### src/inc/sched_pkg.sv
// constants and types for the time-slice task scheduler
// assumes a single 250 MHz clock; all counts are in cycles of that clock
package sched_pkg;

	localparam int CLK_MHZ = 250;
	localparam int TASK_COUNT = 4;
	localparam int TASK_W = 2;
	localparam int SCAN_W = 3;
	localparam int PROG_COUNT = 8;
	localparam int PROG_W = 3;
	localparam int PROFILE_COUNT = 2;
	localparam int PERIOD_W = 32;

	// update period when the user has not configured one
	localparam int UPDATE_DEFAULT_US = 1000;
	localparam int UPDATE_DEFAULT_CYCLES = UPDATE_DEFAULT_US * CLK_MHZ;

	// cost of passing over a blocked task, least and longest
	localparam int SKIP_MIN_US = 50;
	localparam int SKIP_MAX_US = 100;
	localparam int SKIP_MIN_CYCLES = SKIP_MIN_US * CLK_MHZ;
	localparam int SKIP_MAX_CYCLES = SKIP_MAX_US * CLK_MHZ;

	localparam logic [TASK_W-1:0] TASK_ZERO = 2'h0;
	localparam logic [TASK_W-1:0] TASK_STEP = 2'h1;
	localparam logic [SCAN_W-1:0] SCAN_ZERO = 3'h0;
	localparam logic [SCAN_W-1:0] SCAN_STEP = 3'h1;
	localparam logic [SCAN_W-1:0] SCAN_ALL = 3'h4;
	localparam logic [PERIOD_W-1:0] PERIOD_ZERO = 32'h0;
	localparam logic [PERIOD_W-1:0] PERIOD_STEP = 32'h1;

	// instruction that asked to block its task
	typedef enum logic [2:0] {
		BLK_INDEX = 3'h0,
		BLK_HOME = 3'h1,
		BLK_JOG_POS = 3'h2,
		BLK_JOG_NEG = 3'h3,
		BLK_DWELL_TIME = 3'h4,
		BLK_DWELL_MASTER = 3'h5,
		BLK_TIMED_WAIT = 3'h6,
		BLK_COND_WAIT = 3'h7
	} block_kind_t;

	// period sequencer states, one-hot
	typedef enum logic [5:0] {
		ST_IDLE = 6'h01,
		ST_LOOP = 6'h02,
		ST_MSG = 6'h04,
		ST_SELECT = 6'h08,
		ST_SKIP = 6'h10,
		ST_RUN = 6'h20
	} seq_state_t;

endpackage

### src/inc/task_table_if.sv
// carrier between the scheduler core and its program/task table
// assumes both ends share clk
`timescale 1ns/100ps
`default_nettype none
interface task_table_if;
	logic prog_assign_we;
	logic [sched_pkg::PROG_W-1:0] prog_assign_id;
	logic [sched_pkg::TASK_W-1:0] prog_assign_task;
	logic prog_start;
	logic [sched_pkg::PROG_W-1:0] prog_start_id;
	logic task_stop;
	logic [sched_pkg::TASK_W-1:0] task_stop_id;
	logic [sched_pkg::TASK_COUNT-1:0] task_assigned;
	logic [sched_pkg::TASK_COUNT-1:0] task_live;

	modport core (
		output prog_assign_we, prog_assign_id, prog_assign_task,
		output prog_start, prog_start_id, task_stop, task_stop_id,
		input task_assigned, task_live
	);
	modport store (
		input prog_assign_we, prog_assign_id, prog_assign_task,
		input prog_start, prog_start_id, task_stop, task_stop_id,
		output task_assigned, task_live
	);
endinterface
`default_nettype wire

### src/task_prog_table.sv
// program-to-task map and per-task initiated flags
// assumes program start and task stop arrive as one-cycle strobes
`timescale 1ns/100ps
`default_nettype none
module task_prog_table (
	input wire logic clk,
	input wire logic srst,
	task_table_if.store tbl
);

	logic [sched_pkg::TASK_W-1:0] prog_map [sched_pkg::PROG_COUNT];
	logic [sched_pkg::TASK_COUNT-1:0] initiated;
	logic [sched_pkg::TASK_W-1:0] start_task;

	// every program sits on task zero until moved elsewhere
	always_ff @(posedge clk) begin
		if (srst) begin
			for (int p = 0; p < sched_pkg::PROG_COUNT; p++) begin
				prog_map[p] <= sched_pkg::TASK_ZERO;
			end
		end else if (tbl.prog_assign_we) begin
			prog_map[tbl.prog_assign_id] <= tbl.prog_assign_task;
		end
	end

	assign start_task = prog_map[tbl.prog_start_id];

	genvar t;
	generate
		for (t = 0; t < sched_pkg::TASK_COUNT; t++) begin : g_task
			// a task counts as assigned while any program maps to it
			always_comb begin
				tbl.task_assigned[t] = 1'b0;
				for (int p = 0; p < sched_pkg::PROG_COUNT; p++) begin
					if (prog_map[p] == t[sched_pkg::TASK_W-1:0]) begin
						tbl.task_assigned[t] = 1'b1;
					end
				end
			end

			// start beats a stop landing in the same cycle
			always_ff @(posedge clk) begin
				if (srst) begin
					initiated[t] <= 1'b0;
				end else if (tbl.prog_start && start_task == t[sched_pkg::TASK_W-1:0]) begin
					initiated[t] <= 1'b1;
				end else if (tbl.task_stop && tbl.task_stop_id == t[sched_pkg::TASK_W-1:0]) begin
					initiated[t] <= 1'b0;
				end
			end
		end
	endgenerate

	assign tbl.task_live = initiated & tbl.task_assigned;

endmodule
`default_nettype wire

### src/time_slice_task_scheduler.sv
// period sequencer for a motion controller: update tick, control loop,
// message service and round-robin user tasks, one per period unless a task blocks or stops mid-slice
// assumes all inputs are synchronous to clk and the loop/message
// engines answer their requests with a done level or pulse
// update_period may change at any time; a value below the count already reached ends the period at once
`timescale 1ns/100ps
`default_nettype none
module time_slice_task_scheduler #(
	parameter int UPDATE_CYCLES = sched_pkg::UPDATE_DEFAULT_CYCLES,
	parameter int SKIP_CYCLES = sched_pkg::SKIP_MIN_CYCLES
) (
	input wire logic clk,
	input wire logic srst,
	input wire logic [sched_pkg::PERIOD_W-1:0] update_period,
	input wire logic loop_update_done,
	input wire logic modbus_req_pending,
	input wire logic fault_active,
	input wire logic msg_service_done,
	input wire logic prog_assign_we,
	input wire logic [sched_pkg::PROG_W-1:0] prog_assign_id,
	input wire logic [sched_pkg::TASK_W-1:0] prog_assign_task,
	input wire logic prog_start,
	input wire logic [sched_pkg::PROG_W-1:0] prog_start_id,
	input wire logic task_stop,
	input wire logic [sched_pkg::TASK_W-1:0] task_stop_id,
	input wire logic block_req,
	input wire logic [sched_pkg::TASK_W-1:0] block_task,
	input wire sched_pkg::block_kind_t block_kind,
	input wire logic block_profile,
	input wire logic [sched_pkg::PROFILE_COUNT-1:0] profile_busy,
	input wire logic [sched_pkg::TASK_COUNT-1:0] wait_elapsed,
	input wire logic [sched_pkg::TASK_COUNT-1:0] cond_true,
	output logic update_tick,
	output logic loop_update_req,
	output logic msg_service_req,
	output logic task_run,
	output logic task_halt,
	output logic skip_active,
	output logic [sched_pkg::TASK_W-1:0] run_task,
	output logic [sched_pkg::TASK_W-1:0] current_turn,
	output logic [sched_pkg::TASK_COUNT-1:0] task_blocked,
	output logic [sched_pkg::TASK_COUNT-1:0] task_live
);

	localparam logic [sched_pkg::PERIOD_W-1:0] UPDATE_LIMIT = UPDATE_CYCLES[31:0];
	localparam logic [sched_pkg::PERIOD_W-1:0] SKIP_LIMIT = SKIP_CYCLES[31:0];

	task_table_if tbl ();

	sched_pkg::seq_state_t state;
	logic [sched_pkg::PERIOD_W-1:0] period_cnt;
	logic [sched_pkg::PERIOD_W-1:0] period_limit;
	logic [sched_pkg::PERIOD_W-1:0] skip_cnt;
	logic [sched_pkg::TASK_W-1:0] scan;
	logic [sched_pkg::SCAN_W-1:0] scanned;
	logic ran;
	logic [sched_pkg::TASK_W-1:0] next_turn;
	logic msg_pending;
	logic scan_live;
	logic scan_blocked;
	logic [sched_pkg::TASK_COUNT-1:0] blk_motion;
	logic [sched_pkg::TASK_COUNT-1:0] blk_timed;
	logic [sched_pkg::TASK_COUNT-1:0] blk_cond;
	logic [sched_pkg::TASK_COUNT-1:0] blk_prof;
	logic [sched_pkg::TASK_COUNT-1:0] blk_hit;
	logic [sched_pkg::TASK_COUNT-1:0] stop_hit;
	logic sel_take;
	logic slot_ok;

	// table wiring, the table owns program placement and start state
	assign tbl.prog_assign_we = prog_assign_we;
	assign tbl.prog_assign_id = prog_assign_id;
	assign tbl.prog_assign_task = prog_assign_task;
	assign tbl.prog_start = prog_start;
	assign tbl.prog_start_id = prog_start_id;
	assign tbl.task_stop = task_stop;
	assign tbl.task_stop_id = task_stop_id;

	task_prog_table i_task_prog_table (
		.clk(clk),
		.srst(srst),
		.tbl(tbl.store)
	);

	// zero period means not configured: fall back to the default rate
	assign period_limit = (update_period == sched_pkg::PERIOD_ZERO) ? UPDATE_LIMIT
		: update_period;

	// update-rate divider, its terminal count is the interrupt
	always_ff @(posedge clk) begin
		if (srst || update_tick) begin
			period_cnt <= sched_pkg::PERIOD_ZERO;
		end else begin
			period_cnt <= period_cnt + sched_pkg::PERIOD_STEP;
		end
	end

	// compare is >= so a period shortened mid-count ends at once instead of wrapping
	assign update_tick = (period_cnt >= period_limit - sched_pkg::PERIOD_STEP);

	// message step only when a master asked or a fault is up
	assign msg_pending = modbus_req_pending | fault_active;

	// state of the candidate under the scan
	assign scan_live = task_live[scan];
	assign scan_blocked = task_blocked[scan];

	// per-task blocking: cause and its release are tracked independently
	genvar t;
	generate
		for (t = 0; t < sched_pkg::TASK_COUNT; t++) begin : g_blk
			assign blk_hit[t] = block_req && block_task == t[sched_pkg::TASK_W-1:0];
			assign stop_hit[t] = task_stop && task_stop_id == t[sched_pkg::TASK_W-1:0];

			// motion and dwell block only behind a busy profile
			always_ff @(posedge clk) begin
				if (srst || stop_hit[t]) begin
					blk_motion[t] <= 1'b0;
					blk_prof[t] <= 1'b0;
				end else if (blk_hit[t] && block_kind != sched_pkg::BLK_TIMED_WAIT
					&& block_kind != sched_pkg::BLK_COND_WAIT) begin
					blk_motion[t] <= profile_busy[block_profile];
					blk_prof[t] <= block_profile;
				end else if (blk_motion[t] && !profile_busy[blk_prof[t]]) begin
					blk_motion[t] <= 1'b0;
				end
			end

			// timed wait holds until its elapsed strobe
			always_ff @(posedge clk) begin
				if (srst || stop_hit[t]) begin
					blk_timed[t] <= 1'b0;
				end else if (blk_hit[t] && block_kind == sched_pkg::BLK_TIMED_WAIT) begin
					blk_timed[t] <= !wait_elapsed[t];
				end else if (wait_elapsed[t]) begin
					blk_timed[t] <= 1'b0;
				end
			end

			// condition seen at any cycle releases the task, even off-turn
			always_ff @(posedge clk) begin
				if (srst || stop_hit[t]) begin
					blk_cond[t] <= 1'b0;
				end else if (blk_hit[t] && block_kind == sched_pkg::BLK_COND_WAIT) begin
					blk_cond[t] <= !cond_true[t];
				end else if (cond_true[t]) begin
					blk_cond[t] <= 1'b0;
				end
			end

			// any one cause keeps the task off the slice
			assign task_blocked[t] = blk_motion[t] | blk_timed[t] | blk_cond[t];
		end
	endgenerate

	// live means started and holding at least one program
	assign task_live = tbl.task_live;

	// period sequencer; the tick overrides every state
	always_ff @(posedge clk) begin
		if (srst) begin
			state <= sched_pkg::ST_IDLE;
		end else if (update_tick) begin
			state <= sched_pkg::ST_LOOP;
		end else begin
			case (state)
				sched_pkg::ST_LOOP: begin
					if (loop_update_done) begin
						state <= msg_pending ? sched_pkg::ST_MSG : sched_pkg::ST_SELECT;
					end
				end
				sched_pkg::ST_MSG: begin
					if (msg_service_done) begin
						state <= sched_pkg::ST_SELECT;
					end
				end
				sched_pkg::ST_SELECT: begin
					// a full lap without a runnable task idles to the tick
					if (scanned == sched_pkg::SCAN_ALL) begin
						state <= sched_pkg::ST_IDLE;
					end else if (scan_live && scan_blocked) begin
						state <= sched_pkg::ST_SKIP;
					end else if (scan_live) begin
						state <= sched_pkg::ST_RUN;
					end
				end
				sched_pkg::ST_SKIP: begin
					if (skip_cnt == sched_pkg::PERIOD_ZERO) begin
						state <= sched_pkg::ST_SELECT;
					end
				end
				sched_pkg::ST_RUN: begin
					// a task that blocks mid-slice gives the rest away
					if (task_blocked[run_task]) begin
						state <= sched_pkg::ST_SKIP;
					end else if (!task_live[run_task]) begin
						state <= sched_pkg::ST_SELECT;
					end
				end
				sched_pkg::ST_IDLE: begin
					state <= sched_pkg::ST_IDLE;
				end
				default: begin
					state <= sched_pkg::ST_IDLE;
				end
			endcase
		end
	end

	// skip cost timer, loaded on entry so each skip costs the same
	always_ff @(posedge clk) begin
		if (srst) begin
			skip_cnt <= sched_pkg::PERIOD_ZERO;
		end else if (state != sched_pkg::ST_SKIP) begin
			skip_cnt <= SKIP_LIMIT - sched_pkg::PERIOD_STEP;
		end else if (skip_cnt != sched_pkg::PERIOD_ZERO) begin
			skip_cnt <= skip_cnt - sched_pkg::PERIOD_STEP;
		end
	end

	// next turn follows the task that actually ran; two-bit wrap returns to zero
	assign next_turn = ran ? run_task + sched_pkg::TASK_STEP : current_turn;

	// turn pointer moves only on the interrupt
	always_ff @(posedge clk) begin
		if (srst) begin
			current_turn <= sched_pkg::TASK_ZERO;
		end else if (update_tick) begin
			current_turn <= next_turn;
		end
	end

	// scan walks upward from the turn, one not-live candidate per cycle, a blocked one after its skip delay
	always_ff @(posedge clk) begin
		if (srst) begin
			scan <= sched_pkg::TASK_ZERO;
			scanned <= sched_pkg::SCAN_ZERO;
		end else if (update_tick) begin
			scan <= next_turn;
			scanned <= sched_pkg::SCAN_ZERO;
		end else if (state == sched_pkg::ST_SELECT && !scan_live
			&& scanned != sched_pkg::SCAN_ALL) begin
			scan <= scan + sched_pkg::TASK_STEP;
			scanned <= scanned + sched_pkg::SCAN_STEP;
		end else if (state == sched_pkg::ST_SKIP && skip_cnt == sched_pkg::PERIOD_ZERO) begin
			scan <= scan + sched_pkg::TASK_STEP;
			scanned <= scanned + sched_pkg::SCAN_STEP;
		end
	end

	// the candidate under the scan is taken for the slice this cycle
	assign sel_take = (state == sched_pkg::ST_SELECT) && scan_live && !scan_blocked
		&& (scanned != sched_pkg::SCAN_ALL);

	// record whether a task took the slice this period
	always_ff @(posedge clk) begin
		if (srst || update_tick) begin
			ran <= 1'b0;
		end else if (sel_take) begin
			ran <= 1'b1;
		end
	end

	// slice owner, kept after the slice ends so the turn can step past it
	always_ff @(posedge clk) begin
		if (srst) begin
			run_task <= sched_pkg::TASK_ZERO;
		end else if (sel_take) begin
			run_task <= scan;
		end
	end

	// a task that blocked or stopped gets no time, not even the one cycle
	// the sequencer needs to leave the run state
	assign slot_ok = (state == sched_pkg::ST_RUN) && task_live[run_task]
		&& !task_blocked[run_task];

	// handshake outputs; the tick cuts the task in its own cycle
	assign loop_update_req = (state == sched_pkg::ST_LOOP);
	assign msg_service_req = (state == sched_pkg::ST_MSG);
	assign task_run = slot_ok && !update_tick;
	assign task_halt = slot_ok && update_tick;
	assign skip_active = (state == sched_pkg::ST_SKIP);

endmodule
`default_nettype wire

### config.mk
export PLATFORM = sky130hd
export DESIGN_NAME = time_slice_task_scheduler
export DESIGN_NICKNAME = d
export VERILOG_FILES = /design/src/inc/sched_pkg.sv /design/src/inc/task_table_if.sv /design/src/task_prog_table.sv /design/src/time_slice_task_scheduler.sv
export SDC_FILE = /design/constraint.sdc
export NUM_CORES = 1
export LEC_CHECK = 0
export BUFFER_PORTS_ARGS = -buffer_cell sky130_fd_sc_hd__buf_4
export CAP_MARGIN = 0
export CORE_MARGIN = 5
export CORE_UTILIZATION = 50
export CTS_CLUSTER_SIZE = 14
export DETAILED_ROUTE_END_ITERATION = 8
export HOLD_SLACK_MARGIN = 0.03
export PLACE_DENSITY = 0.7
export REMOVE_ABC_BUFFERS = 1
export SLEW_MARGIN = 0
export SYNTH_ARGS = -nofsm -noshare
export SYNTH_HDL_FRONTEND = slang
export SYNTH_SLANG_ARGS = --single-unit
export TNS_END_PERCENT = 100
### constraint.sdc
create_clock -name clk -period 10.1 [get_ports clk]
set_input_delay 3.03 -clock clk [delete_from_list [all_inputs] [get_ports clk]]
set_output_delay 3.03 -clock clk [all_outputs]
set_load 0.005 [all_outputs]
---- Word-level counts from Yosys, hierarchy flattened ----
Memory sizes are Yosys's and may differ from the RTL's.
Index checks and enable logic that the tools add are counted.
word-level totals
  memories ................................ 1
  output and inout port bits .............. 18
  bits in writable memories ............... 16
  input port bits ......................... 68
  flip-flop bits (word level) ............. 100
operators by class
  equal/unequal tests ..................... 55
  $lt $le $gt $ge ......................... 8
  reduce and logical (&&, ||, !) cells .... 102
  bitwise operators ....................... 10
  mux-type cells .......................... 110
  add/sub/neg operators ................... 6
memory list
  name                        words  bits a word  read ports  clocked after memory_dff  wr ports  RTL line               RTL
  i_task_prog_table.prog_map  8      2            9           0                         8         task_prog_table.sv:11  logic [sched_pkg::TASK_W-1:0] prog_map [sched_pkg::PROG_COUNT];
operators by type and width
  cell                                                        number
  two-way mux 1 bit                                           84
  zero test 32 bit                                            2
  subtractor 32 x 1 -> 32 bit, second input constant          2
  two-way mux 6 bit                                           8
  == test 2 bit, second input constant                        22
  logical AND 1 bit                                           43
  nonzero test 2 bit                                          18
  adder 32 x 1 -> 32 bit, second input constant               1
  >= comparator 32 bit                                        1
  two-way mux 32 bit                                          1
  nonzero test 32 bit                                         1
  one-hot mux 6 bit (5 select lines)                          1
  two-way mux 14 bit                                          2
  == test 2 x 1 -> 1 bit, second input constant               11
  zero test 2 bit                                             11
  != test 3 bit, second input constant                        6
  zero test 1 bit                                             16
  two-way mux 2 bit                                           6
  less-than comparator 1 x 2 -> 1 bit, second input constant  5
  AND reduction 5 bit                                         2
  == test 3 bit, second input constant                        3
  two-way mux 3 bit                                           3
  OR 1 bit                                                    9
  binary-select mux 1 bit (select 2 bit)                      4
  other kinds (19)                                            29

---- Longest topological paths before layout ----
An unclocked memory read counts as a cell.
  depth after elaboration ................. 18
  depth in mapped cells ................... 16

---- Cells and area by module ----
Synthesis repeated with hierarchy kept, for this count alone.
unflattened totals
  cell total of the unflattened synthesis .. 817
  area total of the unflattened synthesis .. 6,977.9 sq um
modules (own cells, without submodules)
  module                     cells an instance  seq. area each (sq um)  area each (sq um)  times used
  time_slice_task_scheduler  692                1,921.8                 5,768.0            1
  task_prog_table            125                560.5                   1,209.9            1

---- Worst setup path after synthesis ----
No wires, ideal clock.
  path kind ............................... input -> output
  start point ............................. in update_period[0] in the netlist's numbering
  end point ............................... out task_run
  buffers on the path ..................... 2
  stages .................................. 16
  arrival time ............................ 6.676 ns
  slack ................................... 0.394 ns
  path through ............................ or4_4 -> nor4_4 -> nand2_2 -> or4_4 -> buf_6 -> nand2_1 -> xor2_1 -> ha_1 -> a21o_1 -> a221oi_1 -> o221ai_1 -> o211ai_1 -> and2_1 -> clkbuf_1 -> inv_1 -> nor2_1
between the ends
  word-level cells in the longest chain between the ends .. 6
RTL lines
  element                        RTL line                          RTL
  from (decl)                    time_slice_task_scheduler.sv:14   input wire logic [sched_pkg::PERIOD_W-1:0] update_period,
  zero test 32 bit               time_slice_task_scheduler.sv:86   assign period_limit = (update_period == sched_pkg::PERIOD_ZERO) ? UPDATE_LIMIT
  two-way mux 32 bit *           time_slice_task_scheduler.sv:86
  subtractor 32 x 1 -> 32 bit *  time_slice_task_scheduler.sv:99   assign update_tick = (period_cnt >= period_limit - sched_pkg::PERIOD_STEP);
  >= comparator 32 bit *         time_slice_task_scheduler.sv:99
  via update_tick                time_slice_task_scheduler.sv:33   output logic update_tick,
  zero test 1 bit *              time_slice_task_scheduler.sv:281  assign task_run = slot_ok && !update_tick;
  logical AND 1 bit *            time_slice_task_scheduler.sv:281
  to (decl)                      time_slice_task_scheduler.sv:36   output logic task_run,
The timed path passes the listed nets; every way through them passes the cells marked *.

---- Worst setup path in the final report ----
  start point ............................. in update_period[0] in the netlist's numbering
  end point ............................... out task_run
between the ends
  word-level cells in the longest chain between the ends .. 6
RTL lines
  element                        RTL line
  zero test 32 bit               time_slice_task_scheduler.sv:86
  two-way mux 32 bit *           time_slice_task_scheduler.sv:86
  subtractor 32 x 1 -> 32 bit *  time_slice_task_scheduler.sv:99
  >= comparator 32 bit *         time_slice_task_scheduler.sv:99
  zero test 1 bit *              time_slice_task_scheduler.sv:281
  logical AND 1 bit *            time_slice_task_scheduler.sv:281
Mark *: on every way between the ends. The rest lies on a longest branch, timed or not.

==> insert_results.sql <==
INSERT INTO impl_metrics (metric_group, metric, value, unit) VALUES
('power', 'cellPowerDensity', '142', 'mW/mm^2'),
('worst_setup_path', 'worst-endpoint-required', '7070', 'ps'),
('timing', 'achievable-frequency', '102', 'MHz'),
('global_routing', 'grt_first_pass_wirelength', '27900', 'um'),
('clock_tree', 'numClockSinks', '116', ''),
('clock_tree', 'insertion_delay', '410', 'ps'),
('yosys', 'synth-seq-area-share', '34.9', '%'),
('floorplanning', 'die-area', '0.0167', 'sq mm'),
('yosys', 'synth_largest_type_area_fraction', '28.1', '%'),
('run_status', 'outcome', 'finished clean', ''),
('floorplanning', 'die_h', '129', 'um'),
('floorplanning', 'die_w', '129', 'um'),
('drt', 'routed-via-count', '6277', ''),
('power', 'peak_supply_drop', '115', 'uV'),
('yosys', 'synthArstFlopShare', '0', '%'),
('clock_tree', 'cells_resized_by_post_cts_repair', '0', ''),
('yosys', 'syn_area_per_cell', '8.53', 'sq um'),
('worst_setup_path', 'critical_path.endpoint_type', 'primary output', ''),
('global_routing', 'antenna_violations_before_repair', '0', ''),
('cells_and_area', 'multi_input_area', '0.00438', 'sq mm'),
('clock_tree', 'number_of_buffers_added_to_fix_hold_violations_after_cts', '0', ''),
('floorplanning', 'core-area', '0.0139', 'sq mm'),
('clock_tree', 'maximum_clock_insertion_buffer_count', '2', ''),
('hold_path', 'hold_path_class', 'register to register', ''),
('power', 'leakage', '3.29', 'nW'),
('global_routing', 'overflow', '0', ''),
('worst_setup_path', 'arrival', '6760', 'ps'),
('drt', 'final_antenna_net_count', '0', ''),
('yosys', 'ys_top_cells_by_area', 'dfxtp_1 28%, xor2_1 6.8%, edfxtp_1 6.8%', ''),
('cells_and_area', 'finish.cell_count_without_fillers', '1117', ''),
('timing', 'time_the_final_worst_path_needs_with_i_o_delays_and_setup', '9790', 'ps'),
('yosys', 'yosysUniqueCellTypes', '69', ''),
('timing', 'rsz0062_at_grt', 'false', ''),
('cells_and_area', 'fill_cells', '1244', ''),
('floorplanning', 'row_count', '43', ''),
('yosys', 'dominantRegCellSynth', 'dfxtp_1', ''),
('placed_design', 'gp_congestion', '0.879', ''),
('worst_setup_path', 'worst_setup_path_start_kind', 'input port', ''),
('clock_tree', 'cts_max_level', '4', ''),
('timing', 'relSlewSlack', '41.3', '%'),
('global_routing', 'grt_pass1_vias', '5935', ''),
('global_routing', 'pin_count_of_the_biggest_net_entering_global_routing', '31', ''),
('floorplanning', 'floorplan.initialDensity', '51.1', '%'),
('yosys', 'syn_inst', '834', ''),
('clock_tree', 'cts_made_buffers', '17', ''),
('worst_setup_path', 'path_class', 'input port to primary output', ''),
('timing', 'timing_hold_violations_final', '0', ''),
('yosys', 'synth.yosys.warnings', '0', ''),
('yosys', 'synth_enable_flop_cells', '16', ''),
('clock_tree', 'cts-root-buf', 'clkbuf_16', ''),
('cells_and_area', 'drive_gt1_share', '16.8', '%'),
('timing', 'worst-slew-pin-transition', '878', 'ps'),
('drt', 'violation_count_after_the_first_detailed_routing_iteration', '379', ''),
('placed_design', 'total_placed_cells_including_tap_cells', '1085', ''),
('drt', 'detail_route.first_pass.iterations', '5', ''),
('clock_tree', 'worst_setup_hold_path_clk_slew', '60', 'ps'),
('timing', 'slew_viol_final', '0', ''),
('run', 'drv_cap', '0', ''),
('placed_design', 'portBuffers', '85', ''),
('yosys', 'synth_top_cell_by_area', 'dfxtp_1', ''),
('cells_and_area', 'antenna_cells_inserted', '0', ''),
('timing', 'min_period_over_period', '96.9', '%'),
('clock_tree', 'cts_tree', 'yes', ''),
('yosys', 'synth.ff_latch_count', '116', ''),
('clock_tree', 'postCtsSetupRepairBufs', '0', ''),
('timing', 'finish_stage_setup_viols', '0', ''),
('timing', 'fin_skew', '9.59', 'ps'),
('worst_setup_path', 'critPathMaxFanout', '11', ''),
('timing', 'fin_setup_tns', '0', 'ps'),
('drt', 'drt-total-wl', '16600', 'um'),
('yosys', 'mapped_cell_area', '0.00712', 'sq mm'),
('power', 'finalPower', '1.21', 'mW'),
('placed_design', 'dp_hpwl', '12500', 'um'),
('cells_and_area', 'post-route-util', '61.5', '%'),
('cells_and_area', 'finalNetCount', '1030', ''),
('drt', 'vias_per_cell', '5.62', ''),
('cells_and_area', 'regArea', '0.00248', 'sq mm'),
('global_routing', 'globalRouteTotalUtil', '20.5', '%'),
('cells_and_area', 'area_growth', '20.4', '%'),
('drt', 'drt-wirelength-per-cell', '14.9', 'um'),
('drt', 'drc', '0', ''),
('timing', 'whs', '466', 'ps'),
('floorplanning', 'io_pins', '86', '');
==> cell usage after synthesis (3+ instances only) <==
master and instances:
a22oi_1 5, nand3b_1 6, clkbuf_1 20, xnor2_1 34
a22o_1 4, nor3_1 39, a21oi_1 40, o31ai_1 4
nand2b_1 11, nor2b_1 9, o22ai_1 12, nand4b_1 4
nand4_1 21, o41ai_1 4, ha_1 38, inv_1 46
and3_1 11, nand3_1 39, nor2_1 116, nor4_1 15
o21ai_0 24, or2_2 5, a21o_1 5, o21a_1 3
nor3b_1 3, or3_1 6, o211ai_1 3, mux2_2 5
mux4_2 9, xor2_1 55, dfxtp_1 100, nand2_1 48
edfxtp_1 16, and2_1 4, or4_1 14, a31oi_1 3
a211oi_1 6, mux2i_1 5, or4_4 3
==> state kept, by name, summed over array words and instances (netlist names) <==
signal	cells
i_task_prog_table.prog_map	16
scan	2
blk_cond	4
state	6
blk_timed	4
ran	1
blk_prof	4
skip_cnt	32
run_task	2
current_turn	2
period_cnt	32
scanned	3
i_task_prog_table.initiated	4
blk_motion	4
==> area by class of cell <==
cell class / instances / area share, %
clock buffer: 18 / 5.26
clock inverter: 14 / 1.93
inverter: 47 / 2.06
multi-input combinational: 650 / 51.1
sequential: 116 / 29.0
tap: 180 / 2.63
timing repair buffer: 92 / 8.06
==> worst paths after layout <==
kind | cells after the start | endpoint | slack (ps) | from
worst min-delay path | 2 | blk_prof[1] | 470 | blk_prof[1]
worst max register to register | 5 | skip_cnt[24] | 7350 | state[1]
worst max-delay path | 16 | task_run | 310 | update_period[0]
worst min register to register | 2 | blk_prof[1] | 470 | blk_prof[1]
==> per-stage QoR <==
step / setup slack (ps) / cell area (sq um)
5_1_grt: 48.9 / 8570
6_report: 314 / 8570
2_1_floorplan: 548 / 7030
3_5_place_dp: 314 / 7950
4_1_cts: 313 / 8570
3_3_place_gp: 346 / 7950
==> metal layers <==
layer / wire [um] / up-vias / part of all wire [%] / GRT usage [%]
li1: - / 3211 / - / -
met1: 7580 / 2926 / 46 / 26.7
met2: 8140 / 126 / 49 / 34.7
met3: 684 / 14 / 4.1 / 3.87
met4: 189 / 0 / 1.1 / 5.87
met5: 0 / - / 0 / 0
==> where the power goes <==
part	switching [mW]	internal (mW)	total, mW
registers	0.0104	0.477	0.488
logic	0.0566	0.0513	0.108
clock network	0.234	0.385	0.618
total	0.301	0.913	1.21
==> kinds of logic after synthesis <==
logic type / after synthesis / synth area share [%]
multiplexers: 19 / 4.34
flip-flops: 116 / 34.9
XOR/XNOR: 89 / 11.0
adder cells (fa/ha/maj): 38 / 6.68
buffers and inverters: 68 / 3.69
AO/OA/AOI/OAI: 135 / 12.3
AND/OR/NAND/NOR: 369 / 27.1
==> layout by cell type, fill, tap and decap left out, types with 4 or more instances in the layout <==
cell type | Yosys | routed
a211oi_1 | 6 | 6
a21o_1 | 5 | 5
a21oi_1 | 40 | 40
a22o_1 | 4 | 4
a22oi_1 | 5 | 5
and2_1 | 4 | 4
and3_1 | 11 | 11
buf_4 | 0 | 92
clkbuf_16 | 0 | 18
clkinv_4 | 0 | 4
dfxtp_1 | 100 | 100
edfxtp_1 | 16 | 16
ha_1 | 38 | 38
inv_1 | 46 | 46
inv_6 | 0 | 5
mux2_2 | 5 | 5
mux2i_1 | 5 | 5
mux4_2 | 9 | 9
nand2_1 | 48 | 48
nand2b_1 | 11 | 11
nand3_1 | 39 | 39
nand3b_1 | 6 | 6
nand4_1 | 21 | 21
nand4b_1 | 4 | 4
nor2_1 | 116 | 116
nor2b_1 | 9 | 9
nor3_1 | 39 | 39
nor4_1 | 15 | 14
o21ai_0 | 24 | 24
o22ai_1 | 12 | 12
o31ai_1 | 4 | 4
o41ai_1 | 4 | 4
or2_2 | 5 | 5
or3_1 | 6 | 6
or4_1 | 14 | 14
xnor2_1 | 34 | 34
xor2_1 | 55 | 55
==> critical path, stage by stage <==
cell and delay, ps:
buf_4 120, or4_4 560, nor4_4 350, nand2_2 170, or4_4 600, nand3_1 130
xor2_1 80, ha_1 290, nand4_1 110, or4_1 540, o21bai_1 180, o211ai_1 120
and2_1 200, inv_1 90, nor2_1 50, buf_4 130
Power figures use the tool's default switching activity.
